**src/pkg/atw_defines.vh**
```
// Register offsets, field positions and timing counts for the converter control block
`ifndef ATW_DEFINES_VH
`define ATW_DEFINES_VH

`define ATW_OFF_CTRL     8'h00
`define ATW_OFF_RESULT   8'h04
`define ATW_OFF_LOWER    8'h08
`define ATW_OFF_UPPER    8'h0c
`define ATW_OFF_STATUS   8'h10
`define ATW_OFF_MASK     8'h14
`define ATW_OFF_CONFIG   8'h18

// Control register fields
`define ATW_CTL_EN       7
`define ATW_CTL_LPTRACK  6
`define ATW_CTL_DONE     5
`define ATW_CTL_BUSY     4
`define ATW_CTL_MODE_HI  3
`define ATW_CTL_MODE_LO  1
`define ATW_CTL_WIN      0

// Config register fields
`define ATW_CFG_DIFF     0
`define ATW_CFG_DIVLO    8
`define ATW_CFG_DIVHI    15

// Status / mask bits
`define ATW_ST_DONE      0
`define ATW_ST_WIN       1

// Start-mode codes
`define ATW_MODE_SW      3'h0
`define ATW_MODE_T3      3'h1
`define ATW_MODE_EXT     3'h2
`define ATW_MODE_T2      3'h3

// Phase lengths in converter clocks, and the reset value of the converter clock divider
`define ATW_TRACK_CLKS   4'h3
`define ATW_CONV_CLKS    4'h8
`define ATW_DIV_RESET    8'h07

`endif

```
**src/core/atw_adc_track_window.v**
```verilog
// Secondary converter start/tracking control with window detector and APB registers
//   Function
//   Mode 000 or 1xx: busy write of one starts three-clock tracking, then conversion.
//   Mode 011: timer 2 overflow starts three-clock tracking, then conversion.
//   Mode 010: track while external start is low, convert on its rising edge.
//   Mode 001: timer 3 overflow starts three-clock tracking, then conversion.
//   Own start pin used if routed; otherwise primary pin starts both converters.
//   Every result is compared against limits without CPU help.
//   Software loads lower bound into lower limit, upper bound into upper limit.
//   Window match sets a sticky flag; software clears it.
//   Inside or outside window is chosen only by limit ordering.
//   Single-ended mode compares results and limits as unsigned bytes.
//   Upper above lower: flag when result strictly between the limits.
//   Lower above upper: flag when result below upper or above lower.
//   Differential mode compares as two's-complement signed bytes.
//   Differential outside window uses signed comparison of both limits.
//   Conversion takes at least eight converter clocks after tracking ends.
`timescale 1ns/100ps
`include "atw_defines.vh"

module atw_adc_track_window (
  input  wire        sys_clk,
  input  wire        resetn,
  input  wire        psel,
  input  wire        penable,
  input  wire        pwrite,
  input  wire [7:0]  paddr,
  input  wire [31:0] pwdata,
  output reg  [31:0] prdata,
  output reg         pready,
  output reg         pslverr,
  input  wire        primaryBusyWrite,
  input  wire        timer2Overflow,
  input  wire        timer3Overflow,
  input  wire        extStartSecondary,
  input  wire        extStartPrimary,
  input  wire        extStartSecondaryRouted,
  input  wire [7:0]  sampleData,
  output reg         sampleHold,
  output reg         convBusy,
  output reg  [7:0]  conversionResult,
  output reg         irq
);

  localparam [3:0] ST_IDLE  = 4'b0001;
  localparam [3:0] ST_TRACK = 4'b0010;
  localparam [3:0] ST_CONV  = 4'b0100;
  localparam [3:0] ST_EXT   = 4'b1000;

  reg  [3:0] state;
  reg  [3:0] phaseCnt;
  reg  [7:0] divCnt;
  reg  [7:0] clkDiv;
  reg        enable;
  reg        lowPowerTrack;
  reg  [2:0] startMode;
  reg        diffMode;
  reg  [7:0] lowerLimit;
  reg  [7:0] upperLimit;
  reg  [1:0] status;
  reg  [1:0] mask;
  reg        extPrev;
  reg  [3:0] next_state;
  reg  [31:0] next_prdata;

  wire       apbAccess = psel & penable & ~pready;
  wire       apbWrite  = apbAccess & pwrite;
  wire       convTick  = (divCnt == 8'h00);
  wire       extPin    = extStartSecondaryRouted ? extStartSecondary : extStartPrimary;
  wire       extRise   = extPin & ~extPrev;
  wire       ctrlWrite = apbWrite & (paddr == `ATW_OFF_CTRL);
  // A busy write uses the enable and mode carried in the same word
  wire       busyWrite = ctrlWrite & pwdata[`ATW_CTL_BUSY] & pwdata[`ATW_CTL_EN] &
                         (pwdata[`ATW_CTL_MODE_HI:`ATW_CTL_MODE_LO] == `ATW_MODE_SW);

  // Any access outside the map is refused with an error
  function mapped;
    input [7:0] addr;
    begin
      mapped = (addr == `ATW_OFF_CTRL)   | (addr == `ATW_OFF_RESULT) |
               (addr == `ATW_OFF_LOWER)  | (addr == `ATW_OFF_UPPER)  |
               (addr == `ATW_OFF_STATUS) | (addr == `ATW_OFF_MASK)   |
               (addr == `ATW_OFF_CONFIG);
    end
  endfunction

  // Returns a less than b, signed or unsigned
  function lessThan;
    input [7:0] a;
    input [7:0] b;
    input       signedCmp;
    begin
      if (signedCmp)
        lessThan = $signed(a) < $signed(b);
      else
        lessThan = a < b;
    end
  endfunction

  // Window match decided from the limit ordering alone
  function windowHit;
    input [7:0] res;
    input [7:0] lo;
    input [7:0] hi;
    input       signedCmp;
    reg         aboveLo;
    reg         belowHi;
    begin
      aboveLo = lessThan(lo, res, signedCmp);
      belowHi = lessThan(res, hi, signedCmp);
      if (lessThan(lo, hi, signedCmp))
        windowHit = aboveLo & belowHi;
      else
        windowHit = aboveLo | belowHi;
    end
  endfunction

  // Last tick of a phase of the given length in converter clocks
  function phaseEnd;
    input       tick;
    input [3:0] count;
    input [3:0] length;
    begin
      phaseEnd = tick & (count == length - 4'h1);
    end
  endfunction

  // A start trigger for the current mode, seen only while idle
  reg trigger;
  always @* begin
    trigger = 1'b0;
    if (startMode[2])
      trigger = primaryBusyWrite;
    else begin
      case (startMode)
        `ATW_MODE_SW:  trigger = 1'b0;
        `ATW_MODE_T3:  trigger = timer3Overflow;
        `ATW_MODE_T2:  trigger = timer2Overflow;
        `ATW_MODE_EXT: trigger = lowPowerTrack ? 1'b0 : extRise;
        default:       trigger = 1'b0;
      endcase
    end
  end

  wire extMode = lowPowerTrack & (startMode == `ATW_MODE_EXT);
  // Trigger events are pulses; they are latched so a slow converter clock does not lose them
  reg pendingStart;
  reg pendingExt;

  always @* begin
    next_state = state;
    case (state)
      ST_IDLE: begin
        if (enable & extMode & ~extPin)
          next_state = ST_EXT;
        else if (enable & convTick & pendingStart)
          next_state = lowPowerTrack ? ST_TRACK : ST_CONV;
      end
      ST_TRACK: begin
        if (phaseEnd(convTick, phaseCnt, `ATW_TRACK_CLKS))
          next_state = ST_CONV;
      end
      ST_EXT: begin
        if (~extMode | ~enable)
          next_state = ST_IDLE;
        else if (pendingExt & convTick)
          next_state = ST_CONV;
      end
      ST_CONV: begin
        if (phaseEnd(convTick, phaseCnt, `ATW_CONV_CLKS))
          next_state = ST_IDLE;
      end
      default: next_state = ST_IDLE;
    endcase
  end

  // Converter clock divider; one tick every clkDiv + 1 system clocks
  always @(posedge sys_clk or negedge resetn) begin
    if (!resetn) begin
      divCnt <= 8'h00;
    end else begin
      divCnt <= convTick ? clkDiv : divCnt - 8'h01;
    end
  end

  // The pin history resets to the idle level so no false edge follows reset
  always @(posedge sys_clk or negedge resetn) begin
    if (!resetn) begin
      state   <= ST_IDLE;
      extPrev <= 1'b1;
    end else begin
      state   <= next_state;
      extPrev <= extPin;
    end
  end

  // Phase counter restarts on every state change and counts converter ticks
  always @(posedge sys_clk or negedge resetn) begin
    if (!resetn) begin
      phaseCnt <= 4'h0;
    end else if (next_state != state) begin
      phaseCnt <= 4'h0;
    end else if (convTick) begin
      phaseCnt <= phaseCnt + 4'h1;
    end
  end

  always @(posedge sys_clk or negedge resetn) begin
    if (!resetn) begin
      pendingStart <= 1'b0;
    end else if (state != ST_IDLE) begin
      pendingStart <= 1'b0;
    end else if ((trigger & enable) | busyWrite) begin
      pendingStart <= 1'b1;
    end
  end

  always @(posedge sys_clk or negedge resetn) begin
    if (!resetn) begin
      pendingExt <= 1'b0;
    end else if (state != ST_EXT) begin
      pendingExt <= 1'b0;
    end else if (extRise) begin
      pendingExt <= 1'b1;
    end
  end

  wire convDone = (state == ST_CONV) & (next_state == ST_IDLE);
  wire winEvent = convDone & windowHit(sampleData, lowerLimit, upperLimit, diffMode);

  always @* begin
    next_prdata = 32'h00000000;
    case (paddr)
      `ATW_OFF_CTRL: begin
        next_prdata[`ATW_CTL_EN]      = enable;
        next_prdata[`ATW_CTL_LPTRACK] = lowPowerTrack;
        next_prdata[`ATW_CTL_DONE]    = status[`ATW_ST_DONE];
        next_prdata[`ATW_CTL_BUSY]    = convBusy;
        next_prdata[`ATW_CTL_MODE_HI:`ATW_CTL_MODE_LO] = startMode;
        next_prdata[`ATW_CTL_WIN]     = status[`ATW_ST_WIN];
      end
      `ATW_OFF_RESULT: next_prdata[7:0] = conversionResult;
      `ATW_OFF_LOWER:  next_prdata[7:0] = lowerLimit;
      `ATW_OFF_UPPER:  next_prdata[7:0] = upperLimit;
      `ATW_OFF_STATUS: next_prdata[1:0] = status;
      `ATW_OFF_MASK:   next_prdata[1:0] = mask;
      `ATW_OFF_CONFIG: begin
        next_prdata[`ATW_CFG_DIFF]               = diffMode;
        next_prdata[`ATW_CFG_DIVHI:`ATW_CFG_DIVLO] = clkDiv;
      end
      default: next_prdata = 32'h00000000;
    endcase
  end

  // Register write strobes, one per writable register of the map other than the control register
  wire       lowerWrite  = apbWrite & (paddr == `ATW_OFF_LOWER);
  wire       upperWrite  = apbWrite & (paddr == `ATW_OFF_UPPER);
  wire       statusWrite = apbWrite & (paddr == `ATW_OFF_STATUS);
  wire       maskWrite   = apbWrite & (paddr == `ATW_OFF_MASK);
  wire       configWrite = apbWrite & (paddr == `ATW_OFF_CONFIG);

  // Sticky flag: an event landing in the same cycle as its clear wins
  function stickyNext;
    input flag;
    input setEvent;
    input clearReq;
    begin
      stickyNext = setEvent | (flag & ~clearReq);
    end
  endfunction

  // Bus answer; each access completes in one wait cycle
  always @(posedge sys_clk or negedge resetn) begin
    if (!resetn) begin
      prdata  <= 32'h00000000;
      pready  <= 1'b0;
      pslverr <= 1'b0;
    end else begin
      pready  <= apbAccess;
      pslverr <= apbAccess & ~mapped(paddr);
      prdata  <= (apbAccess & ~pwrite) ? next_prdata : 32'h00000000;
    end
  end

  // Control word takes effect at the access edge
  always @(posedge sys_clk or negedge resetn) begin
    if (!resetn) begin
      enable        <= 1'b0;
      lowPowerTrack <= 1'b0;
      startMode     <= 3'h0;
    end else if (ctrlWrite) begin
      enable        <= pwdata[`ATW_CTL_EN];
      lowPowerTrack <= pwdata[`ATW_CTL_LPTRACK];
      startMode     <= pwdata[`ATW_CTL_MODE_HI:`ATW_CTL_MODE_LO];
    end
  end

  // Limits are kept as written; their ordering alone picks inside or outside
  always @(posedge sys_clk or negedge resetn) begin
    if (!resetn) begin
      lowerLimit <= 8'h00;
      upperLimit <= 8'h00;
    end else begin
      if (lowerWrite)
        lowerLimit <= pwdata[7:0];
      if (upperWrite)
        upperLimit <= pwdata[7:0];
    end
  end

  always @(posedge sys_clk or negedge resetn) begin
    if (!resetn) begin
      mask     <= 2'b00;
      diffMode <= 1'b0;
      clkDiv   <= `ATW_DIV_RESET;
    end else begin
      if (maskWrite)
        mask <= pwdata[1:0];
      if (configWrite) begin
        diffMode <= pwdata[`ATW_CFG_DIFF];
        clkDiv   <= pwdata[`ATW_CFG_DIVHI:`ATW_CFG_DIVLO];
      end
    end
  end

  // Status flags stay set until software writes a one to them
  always @(posedge sys_clk or negedge resetn) begin
    if (!resetn) begin
      status <= 2'b00;
      irq    <= 1'b0;
    end else begin
      status[`ATW_ST_DONE] <= stickyNext(status[`ATW_ST_DONE], convDone,
                                         statusWrite & pwdata[`ATW_ST_DONE]);
      status[`ATW_ST_WIN]  <= stickyNext(status[`ATW_ST_WIN], winEvent,
                                         statusWrite & pwdata[`ATW_ST_WIN]);
      irq <= |(mask & status);
    end
  end

  // Hold is high while tracking or converting; normal track mode tracks when idle
  always @(posedge sys_clk or negedge resetn) begin
    if (!resetn) begin
      convBusy         <= 1'b0;
      sampleHold       <= 1'b0;
      conversionResult <= 8'h00;
    end else begin
      convBusy   <= (next_state == ST_CONV);
      sampleHold <= (next_state != ST_IDLE) | ~lowPowerTrack;
      if (convDone)
        conversionResult <= sampleData;
    end
  end

endmodule // atw_adc_track_window

```
**config.mk**
```make
export PLATFORM = sky130hd
export DESIGN_NAME = atw_adc_track_window
export DESIGN_NICKNAME = d
export VERILOG_FILES = /design/src/core/atw_adc_track_window.v
export VERILOG_INCLUDE_DIRS = /design/src /design/src/pkg
export SDC_FILE = /design/constraint.sdc
export NUM_CORES = 1
export LEC_CHECK = 0
export BUFFER_PORTS_ARGS = -buffer_cell sky130_fd_sc_hd__buf_2
export CAP_MARGIN = 30
export CELL_PAD_IN_SITES_DETAIL_PLACEMENT = 2
export CELL_PAD_IN_SITES_GLOBAL_PLACEMENT = 2
export CORE_MARGIN = 2
export CORE_UTILIZATION = 34
export CTS_CLUSTER_SIZE = 8
export DETAILED_ROUTE_END_ITERATION = 10
export PLACE_DENSITY_LB_ADDON = 0.1
export SYNTH_ARGS = -nofsm -noshare
export SYNTH_HDL_FRONTEND = slang
export SYNTH_SLANG_ARGS = --single-unit
```
**constraint.sdc**
```tcl
create_clock -name sys_clk -period 3.3 [get_ports sys_clk]
set_input_delay 0.33 -clock sys_clk [delete_from_list [all_inputs] [get_ports sys_clk]]
set_output_delay 0.33 -clock sys_clk [all_outputs]
set_load 0.01 [all_outputs]
```
# [After elaboration in Yosys (flattened, before gate mapping)]
# Cells that the tools add are included.
[word_totals] input_bits=59 output_inout_bits=45 wordCells=140 regBits=82
[classes] eq_ne=21 n_lt_le_gt_ge=6 reduce_logical=7 n_bitwise=54 addsub=2 n_mux=28
[op_table] operator="< comparator 8 bit" n=6
[op_table] operator="two-way mux 4 bit" n=8
[op_table] operator="AND 1 bit" n=31
[op_table] operator="== test 8 x 5 -> 1 bit, second input constant" n=3
[op_table] operator="case mux 6 bit (4 select lines)" n=1
[op_table] operator="== test 8 x 4 -> 1 bit, second input constant" n=2
[op_table] operator="zero test 8 bit" n=2
[op_table] operator="two-way mux 16 bit" n=1
[op_table] operator="two-way mux 8 bit" n=2
[op_table] operator="case mux 4 bit (4 select lines)" n=1
[op_table] operator="== test 4 x 3 -> 1 bit, second input constant" n=3
[op_table] operator="bitwise OR 1 bit" n=12
[op_table] operator="two-way mux 1 bit" n=11
[op_table] operator="inverter 1 bit" n=10
[op_table] operator="== test 4 x 1 -> 1 bit, second input constant" n=2
[op_table] operator="== test 4 x 2 -> 1 bit, second input constant" n=2
[op_table] operator="== test 8 x 3 -> 1 bit, second input constant" n=1
[op_table] operator="!= test 4 x 1 -> 1 bit, second input constant" n=2
[op_table] operator="subtractor 8 x 1 -> 8 bit, second input constant" n=1
[op_table] operator="case mux 1 bit (7 select lines)" n=1
[op_table] operator="== test 3 x 2 -> 1 bit, second input constant" n=2
[op_table] operator="case mux 1 bit (6 select lines)" n=1
[op_table] operator="nonzero test 2 bit" n=3
[op_table] operator="adder 4 x 1 -> 4 bit, second input constant" n=1
[op_table] operator="other kinds (9)" n=9

# [Logic depth before layout (Yosys ltp)]
# Gate-level depths: netlist of the first run.
[logic_depth] word_depth=10 ltp_mapped=10

# [Least setup slack after synthesis of the first run]
# OpenSTA, ideal clock, no wires.
[synth_path] path_kind="flip-flop to flip-flop" startpoint="register divCnt[0]" endpoint="register phaseCnt[0]" synth_period_minus_slack_ns=2.295 t_required_ns=3.178 path_buffers=2 arrival_ns=2.173 path_slack_ns=1.005 setup_ns=0.122 path_stages_with_launch=11 path_cell_list="dfrtp_1 > inv_1 > ha_1 > or4b_1 > buf_2 > or4_1 > buf_2 > a31oi_1 > o2bb2ai_1 > nand4_1 > nor2_1"
[synth_between] elab_chain_len=8 elab_cells_between_ends=16 cone_classes="1 x eq/ne; 8 x mux; 5 x bitwise; 2 x reduce/logical"
[synth_lines] item="from (decl)" line="atw_adc_track_window.v:52" source="reg [7:0] divCnt;"
[synth_lines] item="from (signal assigned)" line="atw_adc_track_window.v:182" source="divCnt <= convTick ? clkDiv : divCnt - 8'h01;"
[synth_lines] item="zero test 8 bit (*)" line="atw_adc_track_window.v:68" source="wire convTick = (divCnt == 8'h00);"
[synth_lines] item="AND 1 bit (2 in a row)" line="atw_adc_track_window.v:156" source="else if (enable & convTick & pendingStart)"
[synth_lines] item="two-way mux 4 bit" line="atw_adc_track_window.v:156"
[synth_lines] item="two-way mux 4 bit" line="atw_adc_track_window.v:154" source="if (enable & extMode & ~extPin)"
[synth_lines] item="case mux 4 bit (4 select lines)" line="atw_adc_track_window.v:152" source="case (state)"
[synth_lines] item="!= test 4 bit" line="atw_adc_track_window.v:201" source="end else if (next_state != state) begin"
[synth_lines] item="two-way mux 4 bit or nonzero test 2 bit (tied branches)"
[synth_lines] item="to (signal assigned)" line="atw_adc_track_window.v:204" source="phaseCnt <= phaseCnt + 4'h1;"
[synth_lines] item="to (decl)" line="atw_adc_track_window.v:51" source="reg [3:0] phaseCnt;"
# Every way passes the cells marked *; elsewhere a longest branch is shown, timed or not.
# A chain may end at the register's enable or synchronous reset.

# [Worst setup path in the final report of the first run]
[layout_path] startpoint="register divCnt[0]" endpoint="register phaseCnt[2]"
# The elaborated chain is that of the path after synthesis.

==> results.py, run 1 <==
metrics = {
    "clock_network": {
        "clk_pin_slew_worst_paths_ps": 70,
        "ctsRootBufferMaster": "clkbuf_16",
        "clockBufferDepth": 2,
        "postCtsHoldBufs": 1,
        "ctsHtreeMaxLevel": 3,
        "tritoncts": "yes",
        "numCtsBuffers": 9,
        "clk_latency_ps": 340,
        "postCtsSetupBuffers": 0,
        "cts_sinks": 82,
        "post_cts_resized": 0,
    },
    "final_layout": {
        "nets": 570,
        "nFillCells": 1363,
        "drive_gt1_frac": 0.295,
        "areaGrowthSynthToFinish_pct": 17.9,
        "insertedDiodeCount": 0,
        "fin_area_um2": 5170,
        "final_cell_count_no_fill": 664,
    },
    "setup_path": {
        "cp_max_fo": 12,
        "worstRegToRegCells": 8,
        "worstPathArrival_ps": 3000,
        "regToRegEndpoint": "phaseCnt[2]$_DFFE_PN0P_",
        "reg2reg_slack_ps": 520,
        "start_kind": "flip-flop",
        "path_class": "flip-flop to flip-flop",
        "required_ps": 3510,
        "endpoint_kind": "flip-flop",
        "rr_startpoint": "divCnt[0]$_DFF_PN0_",
    },
    "timing": {
        "tightest_slew_ps": 590,
        "slew_headroom": 0.606,
        "period_share": 0.843,
        "clock_skew_ps": 6.58,
        "hold_viol": 0,
        "final-max-slew-violation-count": 0,
        "worst_slack_ps": 516,
        "finalSetupTns_ps": 0,
        "max_freq_mhz": 359,
        "finalSetupViolCount": 0,
        "rsz0062_at_grt": "no",
        "finalCriticalPeriod_ps": 2780,
    },
    "outcome": {
        "status": "finished clean",
    },
    "logic_synthesis": {
        "synth_cells": 412,
        "post-synth-top-area-cell": "dfrtp_1",
        "ys_seq_area_frac": 0.470,
        "synth_most_common_cell": "dfrtp_1",
        "ys_types": 66,
        "synth_flop_cell": "dfrtp_1",
        "synth_warnings": 0,
        "synth_edf_count": 0,
        "synth_area_um2": 4380,
        "synthTopCellsByArea": "dfrtp_1 (44%), mux2_2 (7.2%), ha_1 (6.9%)",
        "syn_avg_cell_area_um2": 10.6,
        "yosys-top-cells-count": "dfrtp_1 (77), nand2_1 (41), mux2_2 (28), nor2_1 (28), inv_1 (25)",
        "yosysTopAreaCellShare": 0.440,
        "async_flop_share": 1.00,
        "ys_ff_latch": 82,
    },
    "placement": {
        "hpwlAfterDp_mm": 9.14,
        "placedCellCount": 647,
        "pre_cts_ws_ps": 504,
        "portBuffers": 71,
        "place_congestion": 0.783,
        "dpl_cell_area_um2": 4880,
    },
    "drt": {
        "wl_per_cell_um": 17.8,
        "drc": 0,
        "first_pass_iters": 6,
        "vias_per_cell": 5.03,
        "via_count": 3338,
        "drt_iter0_drc": 178,
        "finalWirelength_mm": 11.8,
        "ant_nets": 0,
    },
    "worst_hold_path": {
        "min_to": "clkDiv[4]$_DFFE_PN0P_",
        "hold_path_depth": 2,
        "min-delay-start": "pwdata[12]",
        "hp-class": "input pin to flip-flop",
    },
    "power_and_ir_drop": {
        "leakagePower_nw": 2.49,
        "ir_drop_mv": 0.194,
        "powerDensity_nw_per_um2": 478,
    },
    "grt": {
        "antenna_found_initial": 0,
        "first_global_vias": 3786,
        "grt.overflow.total": 0,
        "grt.total_usage": 0.183,
        "grt_max_degree": 44,
        "grt_pass1_wl_mm": 20.1,
    },
    "die": {
        "die_area_um2": 13800,
        "start_util": 0.347,
        "die_h_um": 118,
        "ios": 104,
        "std_cell_rows": 41,
        "core-area_um2": 12600,
        "dieWidth_um": 118,
    },
    "job": {
        "maxCapViolCount": 0,
    },
}
==> cell families after synthesis <==
family                   after synthesis  share of synthesized area
adder cells (fa/ha/maj)               25                     0.0708
multiplexers                          38                      0.104
AND/OR/NAND/NOR                      128                      0.159
buffers and inverters                 53                     0.0642
AO/OA/AOI/OAI                         76                      0.114
flip-flops                            82                      0.470
XOR/XNOR                               9                     0.0180
other                                  1                   0.000856
==> final cells by class <==
type | count | area, um^2 | share of cell area
inverters | 26 | 97.6 | 0.0189
flip-flops and latches | 82 | 2060 | 0.398
repair buffers | 76 | 418 | 0.0809
well taps | 172 | 215 | 0.0416
multi-input cells | 292 | 2100 | 0.406
clock inverters | 6 | 41.3 | 0.00799
clock buffers | 10 | 239 | 0.0462
==> flip-flops by register name, indices dropped and copies added, names as in the netlist, 2 cells and up <==
| name | count |
|---|---|
| clkDiv | 8 |
| state | 4 |
| startMode | 3 |
| mask | 2 |
| phaseCnt | 4 |
| status | 2 |
| prdata | 16 |
| conversionResult | 8 |
| upperLimit | 8 |
| lowerLimit | 8 |
| divCnt | 8 |
==> worst max-delay path by stage <==
stage	startpoint	end	slack, ps	cells after the start
4_1_cts	divCnt[0]$_DFF_PN0_	phaseCnt[0]$_DFFE_PN0P_	500	8
3_5_place_dp	divCnt[0]$_DFF_PN0_	phaseCnt[0]$_DFFE_PN0P_	500	8
6_report	divCnt[0]$_DFF_PN0_	phaseCnt[2]$_DFFE_PN0P_	520	8
2_1_floorplan	divCnt[0]$_DFF_PN0_	phaseCnt[0]$_DFFE_PN0P_	1000	10
3_3_place_gp	divCnt[0]$_DFF_PN0_	phaseCnt[2]$_DFFE_PN0P_	580	8
5_1_grt	divCnt[0]$_DFF_PN0_	phaseCnt[2]$_DFFE_PN0P_	310	8
==> per-layer routing <==
metal,GRT usage,up-vias,part of all wire
li1,-,1581,-
met4,0.0520,0,0.010
met2,0.323,53,0.52
met3,0.0310,9,0.028
met1,0.230,1695,0.44
met5,0,-,0
==> layout by cell type (no fill, tap or decap), drive strengths merged, types with 3 or more instances in the layout <==
master,count
a21oi,21
a31oi,4
nand4,3
a21boi,3
nor4b,4
clkbuf,10
nor3,6
nand3,8
xnor2,5
or4b,4
nor3b,4
mux2,36
o21ai,20
or4,3
inv,27
and3,3
a222oi,7
dfstp,5
xor2,4
clkinvlp,3
buf,75
conb,16
ha,24
nor2,28
nand2,42
dfrtp,77
and2,11
nor4,3
==> metrics by stage <==
| step | power [W] | hold WS (ps) | utilization |
|---|---|---|---|
| 6_report | 0.00247 | 224 | 0.409 |
| 5_1_grt | 0.00262 | 215 | 0.409 |
| 3_3_place_gp | 0.00152 | 460 | 0.384 |
| 4_1_cts | 0.00251 | 209 | 0.409 |
| 2_1_floorplan | 0.00142 | 34.4 | - |
| 3_5_place_dp | 0.00154 | 358 | 0.386 |
==> critical path, stage by stage (launching register included) <==
cell and delay (ps):
dfrtp_1 410, inv_1 70, ha_1 190, or4b_1 600, or4_1 680, o211ai_1 320
a2bb2oi_1 100, nand4_1 210, nor2_1 80
==> power breakdown <==
part	switching, W	internal [W]
registers	0.000102	0.00109
clock network	0.000416	0.000530
logic	0.000184	0.000152
(Power assumes the default switching activity.)
==> inputs of run 2 (changes only) <==
--- a/config.mk
+++ b/config.mk
@@ -6,12 +6,13 @@
 export SDC_FILE = /design/constraint.sdc
 export NUM_CORES = 1
 export LEC_CHECK = 0
+export ABC_AREA = 1
 export BUFFER_PORTS_ARGS = -buffer_cell sky130_fd_sc_hd__buf_2
 export CAP_MARGIN = 30
 export CELL_PAD_IN_SITES_DETAIL_PLACEMENT = 2
 export CELL_PAD_IN_SITES_GLOBAL_PLACEMENT = 2
 export CORE_MARGIN = 2
-export CORE_UTILIZATION = 34
+export CORE_UTILIZATION = 31
 export CTS_CLUSTER_SIZE = 8
 export DETAILED_ROUTE_END_ITERATION = 10
 export PLACE_DENSITY_LB_ADDON = 0.1
==> constraint.sdc (replaced) <==
create_clock -name sys_clk -period 2.6 [get_ports sys_clk]
set_input_delay 0.26 -clock sys_clk [delete_from_list [all_inputs] [get_ports sys_clk]]
set_output_delay 0.26 -clock sys_clk [all_outputs]
set_load 0.01 [all_outputs]
==> results.py, run 2 <==
metrics = {
    "timing": {
        "finalCriticalPeriod_ps": 2070,
        "final-max-slew-violation-count": 0,
        "clock_skew_ps": 5.94,
        "finalSetupTns_ps": 0,
        "finalSetupViolCount": 0,
        "slew_headroom": 0.578,
        "period_share": 0.797,
        "rsz0062_at_grt": "no",
        "max_freq_mhz": 482,
        "tightest_slew_ps": 633,
        "worst_slack_ps": 527,
        "hold_viol": 0,
        "hold_slack_ps": 138,
    },
    "worst_hold_path": {
        "hp-class": "input pin to flip-flop",
        "min-delay-start": "pwdata[14]",
        "hold_path_depth": 2,
        "min_to": "clkDiv[6]$_DFFE_PN0P_",
    },
    "setup_path": {
        "reg2reg_slack_ps": 530,
        "rr_startpoint": "divCnt[0]$_DFF_PN0_",
        "crit_chain": "inv_1 -> ha_1 -> nand3_2 -> nor2_4 -> nand2_2 -> nand2_1 -> nor2_1 -> nor2_2 -> nand3_1 -> nand2_1 -> nand3_2 -> nor2_1",
        "required_ps": 2870,
        "worstPathArrival_ps": 2350,
        "critPathTopFamily": "simple AND/OR/NAND/NOR gates",
        "slowest_stage": "dfrtp_1",
        "cp_max_fo": 15,
        "path_buf_inv": 1,
        "start_kind": "flip-flop",
        "cp_slowest_stage_delay_ps": 380,
        "crit_cells": 12,
        "path_class": "flip-flop to flip-flop",
        "worstRegToRegCells": 12,
        "regToRegEndpoint": "phaseCnt[3]$_DFFE_PN0P_",
        "endpoint_kind": "flip-flop",
    },
    "logic_synthesis": {
        "synth_area_um2": 4580,
        "yosysTopAreaCellShare": 0.421,
        "post-synth-top-area-cell": "dfrtp_1",
        "synthTopCellsByArea": "dfrtp_1 (42%), nand2_1 (12%), ha_1 (6.6%)",
        "ys_ff_latch": 82,
        "syn_avg_cell_area_um2": 8.00,
        "ys_seq_area_frac": 0.450,
        "ys_types": 37,
        "synth_flop_cell": "dfrtp_1",
        "yosys-top-cells-count": "nand2_1 (149), inv_1 (79), dfrtp_1 (77), nor2_1 (44), nand3_1 (28)",
        "synth_most_common_cell": "nand2_1",
        "synth_cells": 572,
        "synth_edf_count": 0,
        "async_flop_share": 1.00,
        "synth_warnings": 0,
    },
    "grt": {
        "grt_max_degree": 46,
        "grt.overflow.total": 0,
        "grt.total_usage": 0.181,
        "first_global_vias": 4488,
        "grt_pass1_wl_mm": 22.7,
        "antenna_found_initial": 0,
    },
    "die": {
        "die_h_um": 126,
        "dieWidth_um": 126,
        "start_util": 0.316,
        "die_area_um2": 15800,
        "core-area_um2": 14500,
        "std_cell_rows": 44,
        "ios": 104,
    },
    "placement": {
        "pre_cts_ws_ps": 525,
        "place_congestion": 0.770,
        "hpwlAfterDp_mm": 10.8,
        "portBuffers": 71,
        "dpl_cell_area_um2": 5070,
    },
    "final_layout": {
        "drive_gt1_frac": 0.196,
        "final_common_cell": "nand2_1",
        "nFillCells": 1670,
        "regArea_um2": 2060,
        "largest_reg_flops": 16,
        "areaGrowthSynthToFinish_pct": 17.7,
        "most-common-layout-cells": "nand2_1 (149), inv_1 (79), dfrtp_1 (77)",
        "nets": 732,
        "multi_input_area_um2": 2050,
        "insertedDiodeCount": 0,
        "fin_area_um2": 5390,
        "regMostFlops": "prdata",
    },
    "drt": {
        "via_count": 4007,
        "finalWirelength_mm": 13.6,
        "vias_per_cell": 4.78,
        "drt_iter0_drc": 129,
        "drc": 0,
        "wl_per_cell_um": 16.2,
        "first_pass_iters": 4,
        "ant_nets": 0,
    },
    "clock_network": {
        "clk_pin_slew_worst_paths_ps": 70,
        "numCtsBuffers": 9,
        "clockBufferDepth": 2,
        "clk_latency_ps": 350,
        "cts_sinks": 82,
        "postCtsSetupBuffers": 0,
        "ctsRootBufferMaster": "clkbuf_16",
        "ctsHtreeMaxLevel": 3,
        "tritoncts": "yes",
    },
    "power_and_ir_drop": {
        "ir_drop_mv": 0.305,
        "powerDensity_nw_per_um2": 600,
        "power_w": 0.00323,
        "leakagePower_nw": 2.82,
    },
    "outcome": {
        "status": "finished clean",
    },
    "job": {
        "maxCapViolCount": 0,
    },
}
run 2: changes by cell type in the layout (fill, tap and decap cells not counted), sizes merged, moves of 5 or more:
| cell | change |
|---|---|
| a222oi | -7 |
| a41oi | +6 |
| and2 | -11 |
| inv | +63 |
| mux2 | -34 |
| nand2 | +110 |
| nand3 | +25 |
| nor2 | +28 |
| o21ai | +26 |
| xnor2 | -5 |
run 2: cell families after synthesis:
| logic type | after synthesis | share of synthesized area |
|---|---|---|
| fa+ha+maj | 24 | 0.0656 |
| other cells | 1 | 0.000819 |
| xor+xnor | 4 | 0.00765 |
| simple gates | 260 | 0.255 |
| mux | 2 | 0.00492 |
| flops | 82 | 0.450 |
| buf+inv | 116 | 0.115 |
| compound gates | 83 | 0.101 |
run 2: worst max path at each step:
stage	slack (ps)	from	to
floorplan	1030	divCnt[0]$_DFF_PN0_	phaseCnt[1]$_DFFE_PN0P_
global placement	610	divCnt[0]$_DFF_PN0_	phaseCnt[3]$_DFFE_PN0P_
detailed placement	530	divCnt[0]$_DFF_PN0_	phaseCnt[3]$_DFFE_PN0P_
CTS	470	divCnt[0]$_DFF_PN0_	phaseCnt[3]$_DFFE_PN0P_
global route	210	divCnt[0]$_DFF_PN0_	phaseCnt[3]$_DFFE_PN0P_
finish	530	divCnt[0]$_DFF_PN0_	phaseCnt[3]$_DFFE_PN0P_
run 2: metrics by stage:
step / std cells / util
floorplan: 587 / -
CTS: 838 / 0.372
detailed placement: 821 / 0.350
global route: 838 / 0.372
finish: 838 / 0.372
global placement: 821 / 0.350
run 2: cell type report:
type | count | area share
Sequential cell | 82 | 0.382
Clock buffer | 11 | 0.0450
Clock inverter | 5 | 0.0118
Timing Repair Buffer | 74 | 0.0734
Tap cell | 184 | 0.0427
Inverter | 93 | 0.0648
Multi-Input combinational cell | 389 | 0.380
run 2: routing by layer:
| metal | global-route usage | routed length (um) |
|---|---|---|
| met1 | 0.230 | 6030 |
| met2 | 0.320 | 7000 |
| met3 | 0.0201 | 294 |
| met4 | 0.0647 | 236 |
| met5 | 0 | 0 |
run 2: report_power, final:
part | internal, W | switching, W
registers | 0.00136 | 0.0000711
logic | 0.000166 | 0.000299
clock network | 0.000776 | 0.000557
run 2: what timing repair did:
item	4_1_cts	5_1_grt
hold buffers	1	0
resized for setup	0	0
endpoints found under the hold margin	44	0
run 2: worst register-to-register path, delay by kind of cell, from the launching register on:
| family | cells | cell delay [ps] |
|---|---|---|
| and+or+nand+nor | 10 | 1340 |
| DFF | 1 | 380 |
| adders and majority gates | 1 | 210 |
| buffers and inverters | 1 | 80 |
